$ cat src/core/tmr_pkg.sv
// constants, field positions and enumerations of the 16-bit timer control block
package tmr_pkg;

	// ----------------------------------------------------------------
	// register addresses
	// ----------------------------------------------------------------
	localparam logic [15:0] ADDR_CR0 = 16'hff14;
	localparam logic [15:0] ADDR_CR1 = 16'hff16;
	localparam logic [15:0] ADDR_TMC = 16'hff60;
	localparam logic [15:0] ADDR_PRM = 16'hff61;
	localparam logic [15:0] ADDR_CRC = 16'hff62;
	localparam logic [15:0] ADDR_TOC = 16'hff63;

	// ----------------------------------------------------------------
	// reset values and masks
	// ----------------------------------------------------------------
	localparam logic [7:0]  TMC_RST  = 8'h00;
	localparam logic [7:0]  PRM_RST  = 8'h00;
	localparam logic [7:0]  CRC_RST  = 8'h00;
	localparam logic [7:0]  TOC_RST  = 8'h00;
	localparam logic [15:0] CR_RST   = 16'h0000;
	localparam logic [7:0]  TMC_MASK = 8'h0f;
	localparam logic [7:0]  PRM_MASK = 8'hf3;
	localparam logic [7:0]  CRC_MASK = 8'h07;
	localparam logic [7:0]  TOC_KEEP = 8'h33;
	localparam logic [15:0] CNT_MAX  = 16'hffff;
	localparam logic [15:0] CNT_ZERO = 16'h0000;

	// ----------------------------------------------------------------
	// field positions
	// ----------------------------------------------------------------
	localparam int TMC_OVF     = 0;
	localparam int TMC_INV     = 1;
	localparam int TMC_MODE_LO = 2;
	localparam int CRC_CAP0    = 0;
	localparam int CRC_TRIG0   = 1;
	localparam int CRC_CAP1    = 2;
	localparam int TOC_TOE     = 0;
	localparam int TOC_INV0    = 1;
	localparam int TOC_LVR     = 2;
	localparam int TOC_LVS     = 3;
	localparam int TOC_INV1    = 4;
	localparam int TOC_OSPE    = 5;
	localparam int TOC_OSPT    = 6;
	localparam int PRM_CKS_LO  = 0;
	localparam int PRM_ES0_LO  = 4;
	localparam int PRM_ES1_LO  = 6;

	// ----------------------------------------------------------------
	// timing
	// ----------------------------------------------------------------
	localparam int PRESC_MID  = 4;
	localparam int PRESC_SLOW = 256;

	typedef enum logic [1:0] {MODE_STOP, MODE_FREE, MODE_CLR_EDGE, MODE_CLR_MATCH} tmr_mode_t;
	typedef enum logic [1:0] {EDGE_FALL, EDGE_RISE, EDGE_BAD, EDGE_BOTH} tmr_edge_t;
	typedef enum logic [1:0] {CKS_FXP, CKS_MID, CKS_SLOW, CKS_EXT} tmr_cks_t;

endpackage : tmr_pkg

$ cat src/core/tmr_ctrl.sv
// 16-bit timer/event counter: mode, capture/compare control, output and flags
// Notes on behaviour
// - counting starts once the mode bits are nonzero; mode zero stops it
// - 00 stop and zero, 01 free run, 10 clear on input a, 11 on match
// - output toggles on either match; with inversion timing also on input a
// - compare registers interrupt on match, capture registers on the count clock after their load
// - overflow flag in mode-control bit 0 is set on counter overflow
// - overflow flag sets on the ffff to 0000 step in every running mode, except when a pending input a clear makes that step
// - clearing the flag before the counter reaches 0001 is undone
// - capture loads on one count clock, its interrupt follows on the next
// - a stopped timer counts nothing; a pending capture interrupt can still fire on the leftover tick in its first stopped cycle
// - control bit 2 makes the second register capture when set
// - control bit 0 makes the first register capture when set
// - control bit 1 picks input b edge or reverse-phase input a edge
// - reverse-phase capture with both-edge input a does not capture
// - reset clears mode, capture/compare and output control to 00
// - output control holds inversion, enable and one-shot enable bits; set, reset and trigger act once and are not held
// - the four control registers take both single-bit and whole-byte writes; the capture/compare registers take whole writes only
// - input a edge select: 00 fall, 01 rise, 11 both, 10 none
// - the software one-shot trigger clears itself and reads zero
`timescale 1ns/100ps
`default_nettype none
module tmr_ctrl (
	input  wire logic        clk,
	input  wire logic        rst_b,
	input  wire logic [15:0] cpu_addr,
	input  wire logic        cpu_wr,
	input  wire logic        cpu_bit_wr,
	input  wire logic [2:0]  cpu_bit_sel,
	input  wire logic        cpu_bit_val,
	input  wire logic [15:0] cpu_wdata,
	input  wire logic        cpu_rd,
	output logic      [15:0] cpu_rdata,
	input  wire logic        timer_input_a,
	input  wire logic        timer_input_b,
	output logic             timer_output_pin,
	output logic             match_capture_irq_a,
	output logic             match_capture_irq_b
);
	import tmr_pkg::*;

	// ----------------------------------------------------------------
	// helpers
	// ----------------------------------------------------------------
	function automatic logic [7:0] bit_merge(input logic [7:0] cur, input logic [2:0] sel,
	                                         input logic val);
		logic [7:0] r;
		r      = cur;
		r[sel] = val;
		return r;
	endfunction : bit_merge

	function automatic logic edge_hit(input tmr_edge_t sel, input logic rise,
	                                  input logic fall);
		return ((sel == EDGE_RISE | sel == EDGE_BOTH) & rise) |
		       ((sel == EDGE_FALL | sel == EDGE_BOTH) & fall);
	endfunction : edge_hit

	// ----------------------------------------------------------------
	// state
	// ----------------------------------------------------------------
	logic [3:0]  tmc_q;
	logic [3:0]  tmc_d;
	logic [7:0]  prm_q;
	logic [7:0]  prm_d;
	logic [2:0]  crc_q;
	logic [2:0]  crc_d;
	logic [7:0]  toc_q;
	logic [7:0]  toc_d;
	logic [15:0] cr0_q;
	logic [15:0] cr0_d;
	logic [15:0] cr1_q;
	logic [15:0] cr1_d;
	logic [15:0] cnt_q;
	logic [15:0] cnt_d;
	logic        ovf_q;
	logic        ovf_d;
	logic        ovf_win_q;
	logic        ovf_win_d;
	logic        clr_pend_q;
	logic        clr_pend_d;
	logic        cap0_pend_q;
	logic        cap0_pend_d;
	logic        cap1_pend_q;
	logic        cap1_pend_d;
	logic        irq0_pend_q;
	logic        irq0_pend_d;
	logic        irq1_pend_q;
	logic        irq1_pend_d;
	logic        ff_q;
	logic        ff_d;
	logic        os_arm_q;
	logic        os_arm_d;
	logic [15:0] rdata_d;

	// ----------------------------------------------------------------
	// write decode
	// ----------------------------------------------------------------
	wire         any_wr   = cpu_wr | cpu_bit_wr;
	wire         wr_tmc   = any_wr & (cpu_addr == ADDR_TMC);
	wire         wr_prm   = any_wr & (cpu_addr == ADDR_PRM);
	wire         wr_crc   = any_wr & (cpu_addr == ADDR_CRC);
	wire         wr_toc   = any_wr & (cpu_addr == ADDR_TOC);
	wire         wr_cr0   = cpu_wr & (cpu_addr == ADDR_CR0);
	wire         wr_cr1   = cpu_wr & (cpu_addr == ADDR_CR1);
	wire [7:0]   tmc_cur  = {4'h0, tmc_q[3:1], ovf_q};
	wire [7:0]   toc_cur  = toc_q & TOC_KEEP;
	// single-bit writes modify the value as it reads back
	wire [7:0]   tmc_wv   = cpu_bit_wr ? bit_merge(tmc_cur, cpu_bit_sel, cpu_bit_val)
	                                   : cpu_wdata[7:0];
	wire [7:0]   prm_wv   = cpu_bit_wr ? bit_merge(prm_q, cpu_bit_sel, cpu_bit_val)
	                                   : cpu_wdata[7:0];
	wire [7:0]   crc_wv   = cpu_bit_wr ? bit_merge({5'h00, crc_q}, cpu_bit_sel, cpu_bit_val)
	                                   : cpu_wdata[7:0];
	wire [7:0]   toc_wv   = cpu_bit_wr ? bit_merge(toc_cur, cpu_bit_sel, cpu_bit_val)
	                                   : cpu_wdata[7:0];

	// ----------------------------------------------------------------
	// field decode
	// ----------------------------------------------------------------
	wire         inv_timing = tmc_q[TMC_INV];
	tmr_mode_t   mode;
	tmr_edge_t   es_a;
	tmr_edge_t   es_b;
	tmr_cks_t    cks;
	assign mode = tmr_mode_t'(tmc_q[TMC_MODE_LO +: 2]);
	assign es_a = tmr_edge_t'(prm_q[PRM_ES0_LO +: 2]);
	assign es_b = tmr_edge_t'(prm_q[PRM_ES1_LO +: 2]);
	assign cks  = tmr_cks_t'(prm_q[PRM_CKS_LO +: 2]);

	wire         running  = mode != MODE_STOP;
	wire         cap0_sel = crc_q[CRC_CAP0];
	wire         trig0_a  = crc_q[CRC_TRIG0];
	wire         cap1_sel = crc_q[CRC_CAP1];
	wire         toe      = toc_q[TOC_TOE];
	wire         inv0_en  = toc_q[TOC_INV0];
	wire         inv1_en  = toc_q[TOC_INV1];
	wire         os_mode  = toc_q[TOC_OSPE];
	wire         lvs_wr   = wr_toc & toc_wv[TOC_LVS] & ~toc_wv[TOC_LVR];
	wire         lvr_wr   = wr_toc & toc_wv[TOC_LVR] & ~toc_wv[TOC_LVS];
	wire         ospt_wr  = wr_toc & toc_wv[TOC_OSPT];

	// ----------------------------------------------------------------
	// pins and count clock
	// ----------------------------------------------------------------
	logic        a_rise;
	logic        a_fall;
	logic        b_rise;
	logic        b_fall;
	logic        tick;

	tmr_pin_sync u_sync_a (
		.clk  (clk),
		.rst_b(rst_b),
		.pin  (timer_input_a),
		.rise (a_rise),
		.fall (a_fall)
	);

	tmr_pin_sync u_sync_b (
		.clk  (clk),
		.rst_b(rst_b),
		.pin  (timer_input_b),
		.rise (b_rise),
		.fall (b_fall)
	);

	// edges are ignored altogether while the timer is stopped
	wire         a_valid = running & edge_hit(es_a, a_rise, a_fall);
	wire         b_valid = running & edge_hit(es_b, b_rise, b_fall);
	// reverse phase: opposite edge, and nothing when both edges are chosen
	wire         a_rev   = running & ((es_a == EDGE_FALL & a_rise) |
	                                  (es_a == EDGE_RISE & a_fall));

	tmr_count_tick u_tick (
		.clk     (clk),
		.rst_b   (rst_b),
		.run     (running),
		.sel     (cks),
		.ext_edge(a_valid),
		.tick    (tick)
	);

	// ----------------------------------------------------------------
	// counter, matches and overflow
	// ----------------------------------------------------------------
	wire         match0_raw = running & tick & (cnt_q == cr0_q);
	wire         match0     = match0_raw & ~cap0_sel;
	wire         match1     = running & tick & (cnt_q == cr1_q) & ~cap1_sel;
	wire         clr_now    = clr_pend_q | (mode == MODE_CLR_MATCH & match0_raw);
	wire         ovf_evt    = running & tick & (cnt_q == CNT_MAX) & ~clr_pend_q;

	always_comb begin
		cnt_d = cnt_q;
		if (!running) begin
			cnt_d = CNT_ZERO;
		end else if (tick) begin
			cnt_d = clr_now ? CNT_ZERO : cnt_q + 16'h0001;
		end
	end

	// an edge in the same cycle as the tick waits for the following tick
	assign clr_pend_d = running & ((mode == MODE_CLR_EDGE & a_valid) |
	                               (clr_pend_q & ~tick));
	// window between the overflow step and the step to 0001
	assign ovf_win_d  = running & (tick ? ovf_evt : ovf_win_q);
	always_comb begin
		ovf_d = ovf_q;
		if (wr_tmc) begin
			ovf_d = tmc_wv[TMC_OVF];
		end
		if (ovf_evt | ovf_win_q) begin
			ovf_d = 1'b1;
		end
	end

	// ----------------------------------------------------------------
	// capture
	// ----------------------------------------------------------------
	wire         cap0_trig = cap0_sel & (trig0_a ? a_rev : b_valid);
	wire         cap1_trig = cap1_sel & a_valid;
	assign cap0_pend_d = running & (cap0_trig | (cap0_pend_q & ~tick));
	assign cap1_pend_d = running & (cap1_trig | (cap1_pend_q & ~tick));
	wire         cap0_load = tick & cap0_pend_q;
	wire         cap1_load = tick & cap1_pend_q;
	assign irq0_pend_d = running & (cap0_load | (irq0_pend_q & ~tick));
	assign irq1_pend_d = running & (cap1_load | (irq1_pend_q & ~tick));
	// capture wins over a software write landing in the same cycle
	assign cr0_d = cap0_load ? cnt_q : (wr_cr0 ? cpu_wdata : cr0_q);
	assign cr1_d = cap1_load ? cnt_q : (wr_cr1 ? cpu_wdata : cr1_q);
	wire         irq0_d = match0 | (tick & irq0_pend_q);
	wire         irq1_d = match1 | (tick & irq1_pend_q);

	// ----------------------------------------------------------------
	// timer output
	// ----------------------------------------------------------------
	wire         tog_evt = (inv0_en & match0) | (inv1_en & match1) |
	                       (inv_timing & a_valid);
	// in one-shot mode toggles only pass between the trigger and the first match of the first register
	wire         tog_ok  = ~os_mode | os_arm_q;
	assign os_arm_d = os_mode & (ospt_wr | (os_arm_q & ~match0));
	always_comb begin
		ff_d = ff_q;
		if (lvs_wr) begin
			ff_d = 1'b1;
		end else if (lvr_wr) begin
			ff_d = 1'b0;
		end else if (tog_evt & tog_ok) begin
			ff_d = ~ff_q;
		end
	end

	// ----------------------------------------------------------------
	// register writes
	// ----------------------------------------------------------------
	assign tmc_d = wr_tmc ? tmc_wv[3:0] & TMC_MASK[3:0] : tmc_q;
	assign prm_d = wr_prm ? prm_wv & PRM_MASK : prm_q;
	assign crc_d = wr_crc ? crc_wv[2:0] & CRC_MASK[2:0] : crc_q;
	// set, reset and trigger act once and are never stored
	assign toc_d = wr_toc ? toc_wv & TOC_KEEP : toc_q;

	// ----------------------------------------------------------------
	// read mux
	// ----------------------------------------------------------------
	always_comb begin
		case (cpu_addr)
			ADDR_CR0: rdata_d = cr0_q;
			ADDR_CR1: rdata_d = cr1_q;
			ADDR_TMC: rdata_d = {8'h00, tmc_cur};
			ADDR_PRM: rdata_d = {8'h00, prm_q};
			ADDR_CRC: rdata_d = {13'h0000, crc_q};
			ADDR_TOC: rdata_d = {8'h00, toc_cur};
			default:  rdata_d = 16'h0000;
		endcase
	end

	// ----------------------------------------------------------------
	// flip-flops
	// ----------------------------------------------------------------
	always_ff @(posedge clk or negedge rst_b) begin
		if (!rst_b) begin
			tmc_q <= TMC_RST[3:0];
			prm_q <= PRM_RST;
			crc_q <= CRC_RST[2:0];
			toc_q <= TOC_RST;
			cr0_q <= CR_RST;
			cr1_q <= CR_RST;
			ovf_q <= TMC_RST[TMC_OVF];
		end else begin
			tmc_q <= tmc_d;
			prm_q <= prm_d;
			crc_q <= crc_d;
			toc_q <= toc_d;
			cr0_q <= cr0_d;
			cr1_q <= cr1_d;
			ovf_q <= ovf_d;
		end
	end

	always_ff @(posedge clk or negedge rst_b) begin
		if (!rst_b) begin
			cnt_q       <= CNT_ZERO;
			ovf_win_q   <= 1'b0;
			clr_pend_q  <= 1'b0;
			cap0_pend_q <= 1'b0;
			cap1_pend_q <= 1'b0;
			irq0_pend_q <= 1'b0;
			irq1_pend_q <= 1'b0;
		end else begin
			cnt_q       <= cnt_d;
			ovf_win_q   <= ovf_win_d;
			clr_pend_q  <= clr_pend_d;
			cap0_pend_q <= cap0_pend_d;
			cap1_pend_q <= cap1_pend_d;
			irq0_pend_q <= irq0_pend_d;
			irq1_pend_q <= irq1_pend_d;
		end
	end

	always_ff @(posedge clk or negedge rst_b) begin
		if (!rst_b) begin
			ff_q                <= 1'b0;
			os_arm_q            <= 1'b0;
			timer_output_pin    <= 1'b0;
			match_capture_irq_a <= 1'b0;
			match_capture_irq_b <= 1'b0;
			cpu_rdata           <= 16'h0000;
		end else begin
			ff_q                <= ff_d;
			os_arm_q            <= os_arm_d;
			timer_output_pin    <= toe & ff_d;
			match_capture_irq_a <= irq0_d;
			match_capture_irq_b <= irq1_d;
			cpu_rdata           <= cpu_rd ? rdata_d : cpu_rdata;
		end
	end
endmodule : tmr_ctrl
`default_nettype wire

$ cat src/core/tmr_pin_sync.sv
// three-stage synchroniser and edge detector for one timer input pin
`timescale 1ns/100ps
`default_nettype none
module tmr_pin_sync (
	input  wire logic clk,
	input  wire logic rst_b,
	input  wire logic pin,
	output logic      rise,
	output logic      fall
);
	import tmr_pkg::*;

	logic s1_q;
	logic s2_q;
	logic s3_q;
	logic lvl_q;
	logic lvl_d;

	// a change counts only when the last two stages agree
	assign lvl_d = (s2_q == s3_q) ? s3_q : lvl_q;

	always_ff @(posedge clk or negedge rst_b) begin
		if (!rst_b) begin
			s1_q  <= 1'b0;
			s2_q  <= 1'b0;
			s3_q  <= 1'b0;
			lvl_q <= 1'b0;
			rise  <= 1'b0;
			fall  <= 1'b0;
		end else begin
			s1_q  <= pin;
			s2_q  <= s1_q;
			s3_q  <= s2_q;
			lvl_q <= lvl_d;
			rise  <= lvl_d & ~lvl_q;
			fall  <= ~lvl_d & lvl_q;
		end
	end
endmodule : tmr_pin_sync
`default_nettype wire

$ cat src/core/tmr_count_tick.sv
// count clock enable: peripheral clock, two divided rates or external edge
`timescale 1ns/100ps
`default_nettype none
module tmr_count_tick #(
	parameter int DIV_MID  = tmr_pkg::PRESC_MID,
	parameter int DIV_SLOW = tmr_pkg::PRESC_SLOW
) (
	input  wire logic             clk,
	input  wire logic             rst_b,
	input  wire logic             run,
	input  wire tmr_pkg::tmr_cks_t sel,
	input  wire logic             ext_edge,
	output logic                  tick
);
	import tmr_pkg::*;

	localparam int W = $clog2(DIV_SLOW);

	if (DIV_MID < 2 || DIV_SLOW <= DIV_MID || (DIV_MID & (DIV_MID - 1)) != 0 ||
	    (DIV_SLOW & (DIV_SLOW - 1)) != 0) begin : g_chk
		$error("divider ratios must be powers of two with DIV_SLOW above DIV_MID");
	end

	logic [W-1:0] div_q;
	logic         mid_hit;
	logic         slow_hit;
	logic         tick_d;

	localparam logic [W-1:0] MID_MASK = W'(DIV_MID - 1);

	assign mid_hit  = (div_q & MID_MASK) == '0;
	assign slow_hit = div_q == '0;
	assign tick_d   = run & ((sel == CKS_FXP) | (sel == CKS_MID & mid_hit) |
	                         (sel == CKS_SLOW & slow_hit) | (sel == CKS_EXT & ext_edge));

	// divider restarts whenever the timer stops so the first tick comes one cycle after the start
	always_ff @(posedge clk or negedge rst_b) begin
		if (!rst_b) begin
			div_q <= '0;
			tick  <= 1'b0;
		end else begin
			div_q <= run ? div_q + W'(1) : '0;
			tick  <= tick_d;
		end
	end
endmodule : tmr_count_tick
`default_nettype wire

$ cat config.mk
export PLATFORM = sky130hd
export DESIGN_NAME = tmr_ctrl
export DESIGN_NICKNAME = d
export VERILOG_FILES = /design/src/core/tmr_pkg.sv /design/src/core/tmr_ctrl.sv /design/src/core/tmr_pin_sync.sv /design/src/core/tmr_count_tick.sv
export SDC_FILE = /design/constraint.sdc
export NUM_CORES = 1
export LEC_CHECK = 0
export ABC_AREA = 1
export BUFFER_PORTS_ARGS = -buffer_cell sky130_fd_sc_hd__buf_2
export CELL_PAD_IN_SITES_DETAIL_PLACEMENT = 1
export CELL_PAD_IN_SITES_GLOBAL_PLACEMENT = 2
export CORE_UTILIZATION = 31
export CTS_CLUSTER_DIAMETER = 30
export DETAILED_ROUTE_END_ITERATION = 8
export PLACE_DENSITY = 0.85
export SLEW_MARGIN = 5
export SYNTH_ARGS = -nofsm -noshare
export SYNTH_HDL_FRONTEND = slang
export SYNTH_HIERARCHICAL = 1
export SYNTH_SLANG_ARGS = --single-unit
$ cat constraint.sdc
create_clock -name clk -period 1.65 [get_ports clk]
set_clock_uncertainty 0.2 [all_clocks]
set_input_delay 0.165 -clock clk [delete_from_list [all_inputs] [get_ports clk]]
set_output_delay 0.165 -clock clk [all_outputs]
set_load 0.01 [all_outputs]
==> results of run 1 <==
-- synthesized netlist by cell type, types with 4 or more instances --
cell type,count,share of area
o21ai_1,5,0.0040
nand4_1,19,0.019
o21ai_0,102,0.081
inv_1,94,0.056
nand3_1,43,0.034
nand2_2,5,0.0049
buf_4,6,0.0071
nor4_1,5,0.0049
o31ai_1,5,0.0059
o22ai_1,30,0.030
a21oi_1,16,0.013
ha_1,8,0.016
nor2_2,5,0.0049
clkbuf_1,12,0.0071
inv_2,6,0.0036
buf_2,5,0.0040
nor2_1,39,0.023
dfrtp_1,113,0.45
nor3_1,16,0.013
xor2_1,11,0.015
xnor2_1,4,0.0055
nand2_1,261,0.15
-- power groups by stage --
| stage | clock (mW) | sequential, mW | combinational (mW) |
|---|---|---|---|
| 5_1_grt | 3.78 | 2.81 | 0.443 |
| 3_3_place_gp | 0 | 2.85 | 0.347 |
| 4_1_cts | 3.66 | 2.80 | 0.399 |
| 2_1_floorplan | 0 | 2.85 | 0.116 |
| 3_5_place_dp | 0 | 2.85 | 0.356 |
| 6_report | 3.62 | 2.80 | 0.401 |
-- layer usage --
metal,vias to the layer above,global-route usage,wire length [um]
li1,3299,-,-
met1,3654,0.314,12300
met2,340,0.450,14500
met3,99,0.0500,1610
met4,0,0.126,1230
met5,-,0,0
-- worst max path at each step --
stage,endpoint
6_report,timer_output_pin$_DFF_PN0_
5_1_grt,timer_output_pin$_DFF_PN0_
4_1_cts,timer_output_pin$_DFF_PN0_
3_5_place_dp,timer_output_pin$_DFF_PN0_
3_3_place_gp,timer_output_pin$_DFF_PN0_
2_1_floorplan,cnt_q[14]$_DFFE_PN0P_
-- logic make-up after synthesis --
kind of cell | after synthesis | synth area share
flip-flops | 113 | 0.447
AND/OR/NAND/NOR | 408 | 0.286
XOR/XNOR | 15 | 0.0208
adder cells (fa/ha/maj) | 8 | 0.0158
buffers and inverters | 126 | 0.0807
multiplexers | 1 | 0.00158
AO/OA/AOI/OAI | 170 | 0.148
-- sequential cells by signal, indices dropped and copies added, names as in the netlist, 3 cells and up --
register,count
crc_q,3
tmc_q,3
u_tick/div_q,8
toc_q,4
cpu_rdata,16
cr0_q,16
cnt_q,16
prm_q,6
cr1_q,16
-- worst max-delay path: cells and delay by family (launching register included) --
family	cells	cell delay [ns]
compound gates	1	0.16
buf+inv	2	0.19
simple gates	10	1.09
flops	1	0.45
-- final cells by class --
type,instances,area (um^2),share of cell area
clock buffer,17,425,0.0436
clock inverter,15,145,0.0149
inverter,101,389,0.0399
multi-input combinational,603,3530,0.362
sequential,113,2840,0.291
tap,265,332,0.0340
timing repair buffer,263,2100,0.216
-- repair_timing --
action	CTS	global route
buffers inserted	23	18
endpoints found under the setup margin	28	49
resized for setup	84	63
pin swaps	26	32
hold buffers	22	0
endpoints found under the hold margin	158	0
cloned	2	3
==> impl_metrics.json, run 1 <==
{
  "p_sw_frac": 0.245,
  "ys_types": 43,
  "finish.utilization": 0.495,
  "max_stage_delay_ns": 0.45,
  "syn_area_per_cell_um2": 7.52,
  "crit_top_cell": "nand2_1",
  "period_share": 1.32,
  "dr.first_iter.drc_count": 636,
  "maxSlewViolCount": 0,
  "final_cell_mix": "239 x nand2_1, 153 x buf_4, 106 x dfrtp_1, 90 x o21ai_0, 83 x inv_1",
  "pwr-share-clk": 0.531,
  "cts_buffers": 17,
  "cts_sinks": 113,
  "setup_viol": 27,
  "async_reset_ff_frac": 1.00,
  "initial_utilization": 0.321,
  "insertion_delay_ns": 0.43,
  "power_density_nw_per_um2": 699,
  "grt_pass1_wl_mm": 40.5,
  "nNetsFinal": 1150,
  "whs_ns": 0.0591,
  "numPortBuffers": 61,
  "rows": 51,
  "antenna_cells": 0,
  "antenna_found_initial": 0,
  "grt_max_degree": 36,
  "max_freq_mhz": 457,
  "cts_max_path_buffers": 2,
  "dpl_worst_slack_ns": -0.409,
  "synth_cells": 841,
  "rsz0062_at_grt": "yes",
  "drcViolationCount": 0,
  "timing.rr.start": "cnt_q[12]$_DFFE_PN0P_",
  "wl_per_cell_um": 21.5,
  "synth-seq-cells": 113,
  "drv_cap": 0,
  "area_growth_pct": 54.4,
  "switching_power_mw": 1.67,
  "timing.critical_path.from": "cnt_q[12]$_DFFE_PN0P_",
  "synth_warnings": 6,
  "arrival_ns": 2.33,
  "finalHoldViolations": 0,
  "yosysSeqAreaShare": 0.447,
  "p_leak_nw": 4.68,
  "wl_mm": 29.6,
  "drive_above_1_share": 0.359,
  "nFillCells": 2345,
  "fp.coreArea_um2": 19700,
  "violations": "setup timing",
  "clk_pin_slew_worst_paths_ns": 0.06,
  "placed_cells": 1286,
  "vdd_drop_max_v": 0.000662,
  "slew_headroom": 0.669,
  "placed_area_um2": 8040,
  "track_usage": 0.262,
  "via_per_inst": 5.37,
  "grt.overflow.total": 0,
  "layout_commonest_cell": "nand2_1",
  "synth_edf_count": 0,
  "dieArea_um2": 21000,
  "worstRegToRegCells": 13,
  "status": "finished with violations",
  "dieWidth_um": 145,
  "total_power_mw": 6.83,
  "path_cells": "buf_6, inv_1, nand2_1, nand2_2, nor2_1, nand2_1, nor2_2, nand4_1, nand3_2, nand2_1, nand2_1, nand3_2, a21oi_2",
  "slowest_stage": "dfrtp_1",
  "crit_type": "flop to flop",
  "required_ns": 1.79,
  "io_pins": 62,
  "first_pass_iters": 5,
  "combPwrFrac": 0.059,
  "gp_congestion": 0.957,
  "grt_pass1_vias": 7457,
  "cts-htree-levels": 4,
  "cp-end-kind": "flop",
  "setup_slack_ns": -0.536,
  "cts_tree": "yes",
  "stdcell_count": 1377,
  "hp-class": "primary input to async pin",
  "synth_ff_type": "dfrtp_1",
  "internal_power_mw": 5.16,
  "place_hpwl_mm": 18.3,
  "seqPwrFrac": 0.411,
  "syn_nets": 892,
  "crit_fanout": 3,
  "cp-start-kind": "flop",
  "reg2reg_to": "timer_output_pin$_DFF_PN0_",
  "fin_crit_ns": 2.19,
  "design_area_um2": 9760,
  "root_buffer": "clkbuf_16",
  "tightest_slew_ns": 0.495,
  "ff2ff_setup_slack_ns": -0.54,
  "ant_nets": 0,
  "syn-cell-area_um2": 6320,
  "setup_tns_ns": -9.28,
  "vias": 7392,
  "fp.dieH_um": 145
}
Note: power is estimated with default switching activity, not from simulation.
==> run 2: changes to the inputs <==
--- a/config.mk
+++ b/config.mk
@@ -6,13 +6,13 @@
 export NUM_CORES = 1
 export LEC_CHECK = 0
 export ABC_AREA = 1
-export BUFFER_PORTS_ARGS = -buffer_cell sky130_fd_sc_hd__buf_2
 export CELL_PAD_IN_SITES_DETAIL_PLACEMENT = 1
 export CELL_PAD_IN_SITES_GLOBAL_PLACEMENT = 2
-export CORE_UTILIZATION = 31
+export CORE_UTILIZATION = 34
 export CTS_CLUSTER_DIAMETER = 30
 export DETAILED_ROUTE_END_ITERATION = 8
-export PLACE_DENSITY = 0.85
+export DONT_BUFFER_PORTS = 1
+export PLACE_DENSITY = 0.86
 export SLEW_MARGIN = 5
 export SYNTH_ARGS = -nofsm -noshare
 export SYNTH_HDL_FRONTEND = slang
==> run 2 against run 1 <==
Against the previous run:
- the flow finishes with violations (DRC, hold timing, setup timing)
- critical path depth is 2 lower
- sequential share of layout area up 1.1 points
- worst hold slack got worse by 0.84 ns
- via count decreased by 3.8%
- critical path type unchanged
- count of clock-buffer cells in the layout stayed put
- sequential power is essentially flat
- non-clock buffer count is 63 lower
- highest routed layer unchanged
- final cell count down 7.1%
- cell area shrank 3.7%
- fmax up 1.2%
- combinational power shrank 32%
==> impl_metrics.json, run 2 (synthesis gave the netlist of run 1 again) <==
{
  "status": "finished with violations",
  "violations": "DRC, hold timing, setup timing",
  "insertion_delay_ns": 0.44,
  "p_sw_frac": 0.246,
  "p_leak_nw": 4.42,
  "cp-end-kind": "flop",
  "drcViolationCount": 4,
  "fp.coreArea_um2": 18100,
  "nFillCells": 2170,
  "cts_sinks": 113,
  "numPortBuffers": 0,
  "crit_type": "flop to flop",
  "nNetsFinal": 1087,
  "root_buffer": "clkbuf_16",
  "rsz0062_at_grt": "yes",
  "wl_mm": 28.0,
  "final_cell_mix": "242 x nand2_1, 128 x buf_4, 109 x dfrtp_1, 86 x o21ai_0, 80 x inv_1",
  "hp-class": "primary input to async pin",
  "drv_cap": 0,
  "setup_tns_ns": -9.03,
  "area_growth_pct": 48.7,
  "track_usage": 0.276,
  "cts-htree-levels": 4,
  "antenna_found_initial": 1,
  "fp.dieH_um": 138,
  "via_per_inst": 5.56,
  "wl_per_cell_um": 21.9,
  "power_density_nw_per_um2": 725,
  "switching_power_mw": 1.68,
  "first_pass_iters": 7,
  "finalHoldViolations": 113,
  "dieArea_um2": 19100,
  "tightest_slew_ns": 0.618,
  "slew_headroom": 0.586,
  "fin_crit_ns": 2.16,
  "setup_slack_ns": -0.511,
  "whs_ns": -0.777,
  "crit_fanout": 3,
  "clk_pin_slew_worst_paths_ns": 0.06,
  "cp-start-kind": "flop",
  "grt_max_degree": 114,
  "combPwrFrac": 0.040,
  "max_freq_mhz": 463,
  "cts_max_path_buffers": 2,
  "layout_commonest_cell": "nand2_1",
  "dieWidth_um": 138,
  "setup_viol": 25,
  "seqPwrFrac": 0.411,
  "rows": 49,
  "arrival_ns": 2.31,
  "period_share": 1.31,
  "maxSlewViolCount": 0,
  "pwr-share-clk": 0.548,
  "vias": 7108,
  "cts_tree": "yes",
  "grt_pass1_vias": 7249,
  "dpl_worst_slack_ns": -0.431,
  "place_hpwl_mm": 16.9,
  "grt_pass1_wl_mm": 40.1,
  "ant_nets": 0,
  "internal_power_mw": 5.13,
  "vdd_drop_max_v": 0.000684,
  "gp_congestion": 0.893,
  "io_pins": 62,
  "cts_buffers": 17,
  "required_ns": 1.80,
  "drive_above_1_share": 0.304,
  "dr.first_iter.drc_count": 505,
  "grt.overflow.total": 0,
  "initial_utilization": 0.350
}
-- run 2: timing repair --
item	CTS	global route
resized for setup	90	67
setup buffers	32	13
pin swaps	34	25
hold buffers	33	2
gates cloned	1	1
endpoints found under the setup margin	25	57
hold endpoints to repair	182	115
-- run 2: path summary, 6_finish.rpt --
path	cells past startpoint	to	from	slack [ns]
setup / recovery	11	cnt_q[14]$_DFFE_PN0P_	cnt_q[0]$_DFFE_PN0P_	-0.51
hold / removal	0	toc_q[0]$_DFFE_PN0P_	rst_b	-0.78
setup reg to reg	11	cnt_q[14]$_DFFE_PN0P_	cnt_q[0]$_DFFE_PN0P_	-0.51
hold reg to reg	0	u_sync_a/s2_q$_DFF_PN0_	u_sync_a/s1_q$_DFF_PN0_	0.15
max in group asynchronous	0	cnt_q[1]$_DFFE_PN0P_	rst_b	1.81
min in group clk	5	prm_q[6]$_DFFE_PN0P_	cpu_addr[1]	0.02
-- run 2: stage by stage --
step	utilization	instances	hold WS, ns	total power, mW	instance area, um^2
after global placement	0.416	1169	-0.320	3.01	7520
after CTS	0.498	1265	-0.778	6.81	9010
after global routing	0.520	1279	-0.791	6.98	9400
final	0.520	1279	-0.777	6.81	9400
after detailed placement	0.416	1169	-0.320	3.02	7520
after floorplan	-	841	-0.331	2.97	6350
-- run 2: critical path: stages, from the launching register on --
cell	delay, ns
dfrtp_1	0.44
ha_4	0.19
nand3_4	0.09
nor3_4	0.16
inv_2	0.08
nor2_4	0.11
nand3_2	0.11
nor2_4	0.14
nand2_1	0.11
o21ai_1	0.16
o2111ai_1	0.13
o21ai_1	0.13
-- run 2: layer usage --
metal  vias to the layer above  share of wire  GRT usage
met3                       107          0.059     0.0561
met5                         -              0          0
met2                       315           0.49      0.466
met4                         0          0.051      0.118
met1                      3504           0.40      0.342
li1                       3182              -          -
-- run 2: layout make-up --
class	count	area, um^2	area share
diodes	1	2.50	0.000266
multi-input cells	603	3480	0.370
flip-flops and latches	113	2830	0.301
repair buffers	200	1830	0.194
clock buffers	17	425	0.0453
clock inverters	15	156	0.0166
well taps	229	287	0.0305
inverters	101	389	0.0414
-- run 2: power by group through the flow --
| stage | Sequential, mW | Clock (mW) | Combinational (mW) |
|---|---|---|---|
| 3_3_place_gp | 2.85 | 0 | 0.157 |
| 4_1_cts | 2.80 | 3.75 | 0.257 |
| 6_report | 2.80 | 3.74 | 0.274 |
| 3_5_place_dp | 2.85 | 0 | 0.161 |
| 2_1_floorplan | 2.85 | 0 | 0.116 |
| 5_1_grt | 2.81 | 3.88 | 0.297 |
==> run 3: changes to the inputs <==
--- a/config.mk
+++ b/config.mk
@@ -13,6 +13,7 @@
 export DETAILED_ROUTE_END_ITERATION = 8
 export DONT_BUFFER_PORTS = 1
 export PLACE_DENSITY = 0.86
+export SKIP_CTS_REPAIR_TIMING = 1
 export SLEW_MARGIN = 5
 export SYNTH_ARGS = -nofsm -noshare
 export SYNTH_HDL_FRONTEND = slang
==> run 3 against run 2 <==
Against the previous run:
- the run still ends with DRC, hold timing, setup timing left
- combinational power fell by 12%
- core utilization fell by 2.6 points
- critical path depth rose by 1
- first-iteration DRC count fell by 28%
- largest cell class unchanged
- global-route usage fell by 3.1 points
- non-clock buffer count fell by 32
- register-to-register slack barely moved
- final cell count fell by 2.6%
- routed wire length fell by 12%
- critical endpoint is now timer_output_pin$_DFF_PN0_
- via count fell by 6.9%
- power fell by 0.89%
==> impl_metrics.json, run 3 (synthesis gave the netlist of run 1 again) <==
{
  "status": "finished with violations",
  "violations": "DRC, hold timing, setup timing",
  "setup_tns_ns": -6.02,
  "antenna_cells": 0,
  "ant_nets": 0,
  "first_pass_iters": 7,
  "drcViolationCount": 4,
  "drive_above_1_share": 0.275,
  "arrival_ns": 2.33,
  "setup_viol": 23,
  "numPortBuffers": 0,
  "cts_tree": "yes",
  "dr.first_iter.drc_count": 364,
  "drv_cap": 0,
  "whs_ns": -0.770,
  "insertion_delay_ns": 0.43,
  "gp_congestion": 0.893,
  "cp-end-kind": "flop",
  "worstRegToRegCells": 12,
  "via_per_inst": 5.31,
  "stdcell_count": 1246,
  "grt_max_degree": 114,
  "total_power_mw": 6.75,
  "clk_pin_slew_worst_paths_ns": 0.06,
  "cts_buffers": 17,
  "rows": 49,
  "dpl_worst_slack_ns": -0.431,
  "track_usage": 0.245,
  "place_hpwl_mm": 16.9,
  "grt.overflow.total": 0,
  "vias": 6616,
  "power_density_nw_per_um2": 756,
  "maxSlewViolCount": 0,
  "wl_per_cell_um": 19.7,
  "initial_utilization": 0.350,
  "setup_slack_ns": -0.524,
  "fp.coreArea_um2": 18100,
  "io_pins": 62,
  "layout_commonest_cell": "nand2_1",
  "p_leak_nw": 4.18,
  "placed_area_um2": 7520,
  "dieWidth_um": 138,
  "tightest_slew_ns": 0.606,
  "final_cell_mix": "242 x nand2_1, 119 x buf_4, 111 x dfrtp_1, 93 x o21ai_0, 81 x inv_1",
  "fin_crit_ns": 2.17,
  "cts-htree-levels": 4,
  "antenna_found_initial": 1,
  "required_ns": 1.81,
  "cts_sinks": 113,
  "fp.dieH_um": 138,
  "period_share": 1.32,
  "slew_headroom": 0.595,
  "finalHoldViolations": 125,
  "dieArea_um2": 19100,
  "cp-start-kind": "flop",
  "crit_fanout": 3,
  "rsz0062_at_grt": "yes",
  "root_buffer": "clkbuf_16",
  "area_growth_pct": 41.3,
  "grt_pass1_wl_mm": 35.6,
  "hp-class": "primary input to async pin",
  "cts_max_path_buffers": 2,
  "vdd_drop_max_v": 0.000732,
  "finish.utilization": 0.494,
  "crit_type": "flop to flop",
  "grt_pass1_vias": 6520,
  "wl_mm": 24.5,
  "nNetsFinal": 1055,
  "design_area_um2": 8930,
  "max_freq_mhz": 460,
  "placed_cells": 1169
}
run 3: cell count changes in the layout (fill, tap and decap cells not counted), sizes merged:
cell and change:
diode -1, dlygate4sd3 -7, dlymetal6s4s -1, buf -24
run 3: worst paths after layout:
| path | start | to | slack [ns] |
|---|---|---|---|
| max reg2reg | cnt_q[11]$_DFFE_PN0P_ | timer_output_pin$_DFF_PN0_ | -0.52 |
| min reg2reg | u_sync_a/s1_q$_DFF_PN0_ | u_sync_a/s2_q$_DFF_PN0_ | 0.15 |
| max | cnt_q[11]$_DFFE_PN0P_ | timer_output_pin$_DFF_PN0_ | -0.52 |
| min in group clk | cpu_bit_sel[2] | prm_q[4]$_DFFE_PN0P_ | -0.05 |
| max in group asynchronous | rst_b | prm_q[6]$_DFFE_PN0P_ | 1.84 |
| min | rst_b | match_capture_irq_b$_DFF_PN0_ | -0.77 |
run 3: metal layers:
layer,GRT usage,part of all wire,up-vias
li1,-,-,3117
met1,0.310,0.42,3248
met3,0.0526,0.050,64
met2,0.403,0.49,187
met5,0,0,-
met4,0.105,0.039,0
run 3: layout make-up:
cell class	count	area, um^2
multi-input combinational	603	3350
clock inverter	15	156
inverter	101	384
tap	229	287
timing repair buffer	168	1500
sequential	113	2830
clock buffer	17	425
fill	2216	9160
run 3: worst max-delay path, stage by stage (launching register included):
cell and delay [ns]:
dfrtp_1 0.39, buf_4 0.15, nand2_1 0.11, nand2_1 0.09, nor2_1 0.17, nand3_1 0.11, nor2_2 0.20, nand4_1 0.16
nand3_2 0.13, nand2_1 0.06, nand2_1 0.09, nand3_2 0.09, a21oi_2 0.15
run 3: power breakdown:
part           leakage (nW)  switching [mW]  internal (mW)  total [mW]
clock                 0.284            1.48           2.23        3.71
combinational          2.53           0.145         0.0955       0.240
sequential             1.37          0.0138           2.79        2.80
total                  4.18            1.64           5.12        6.75
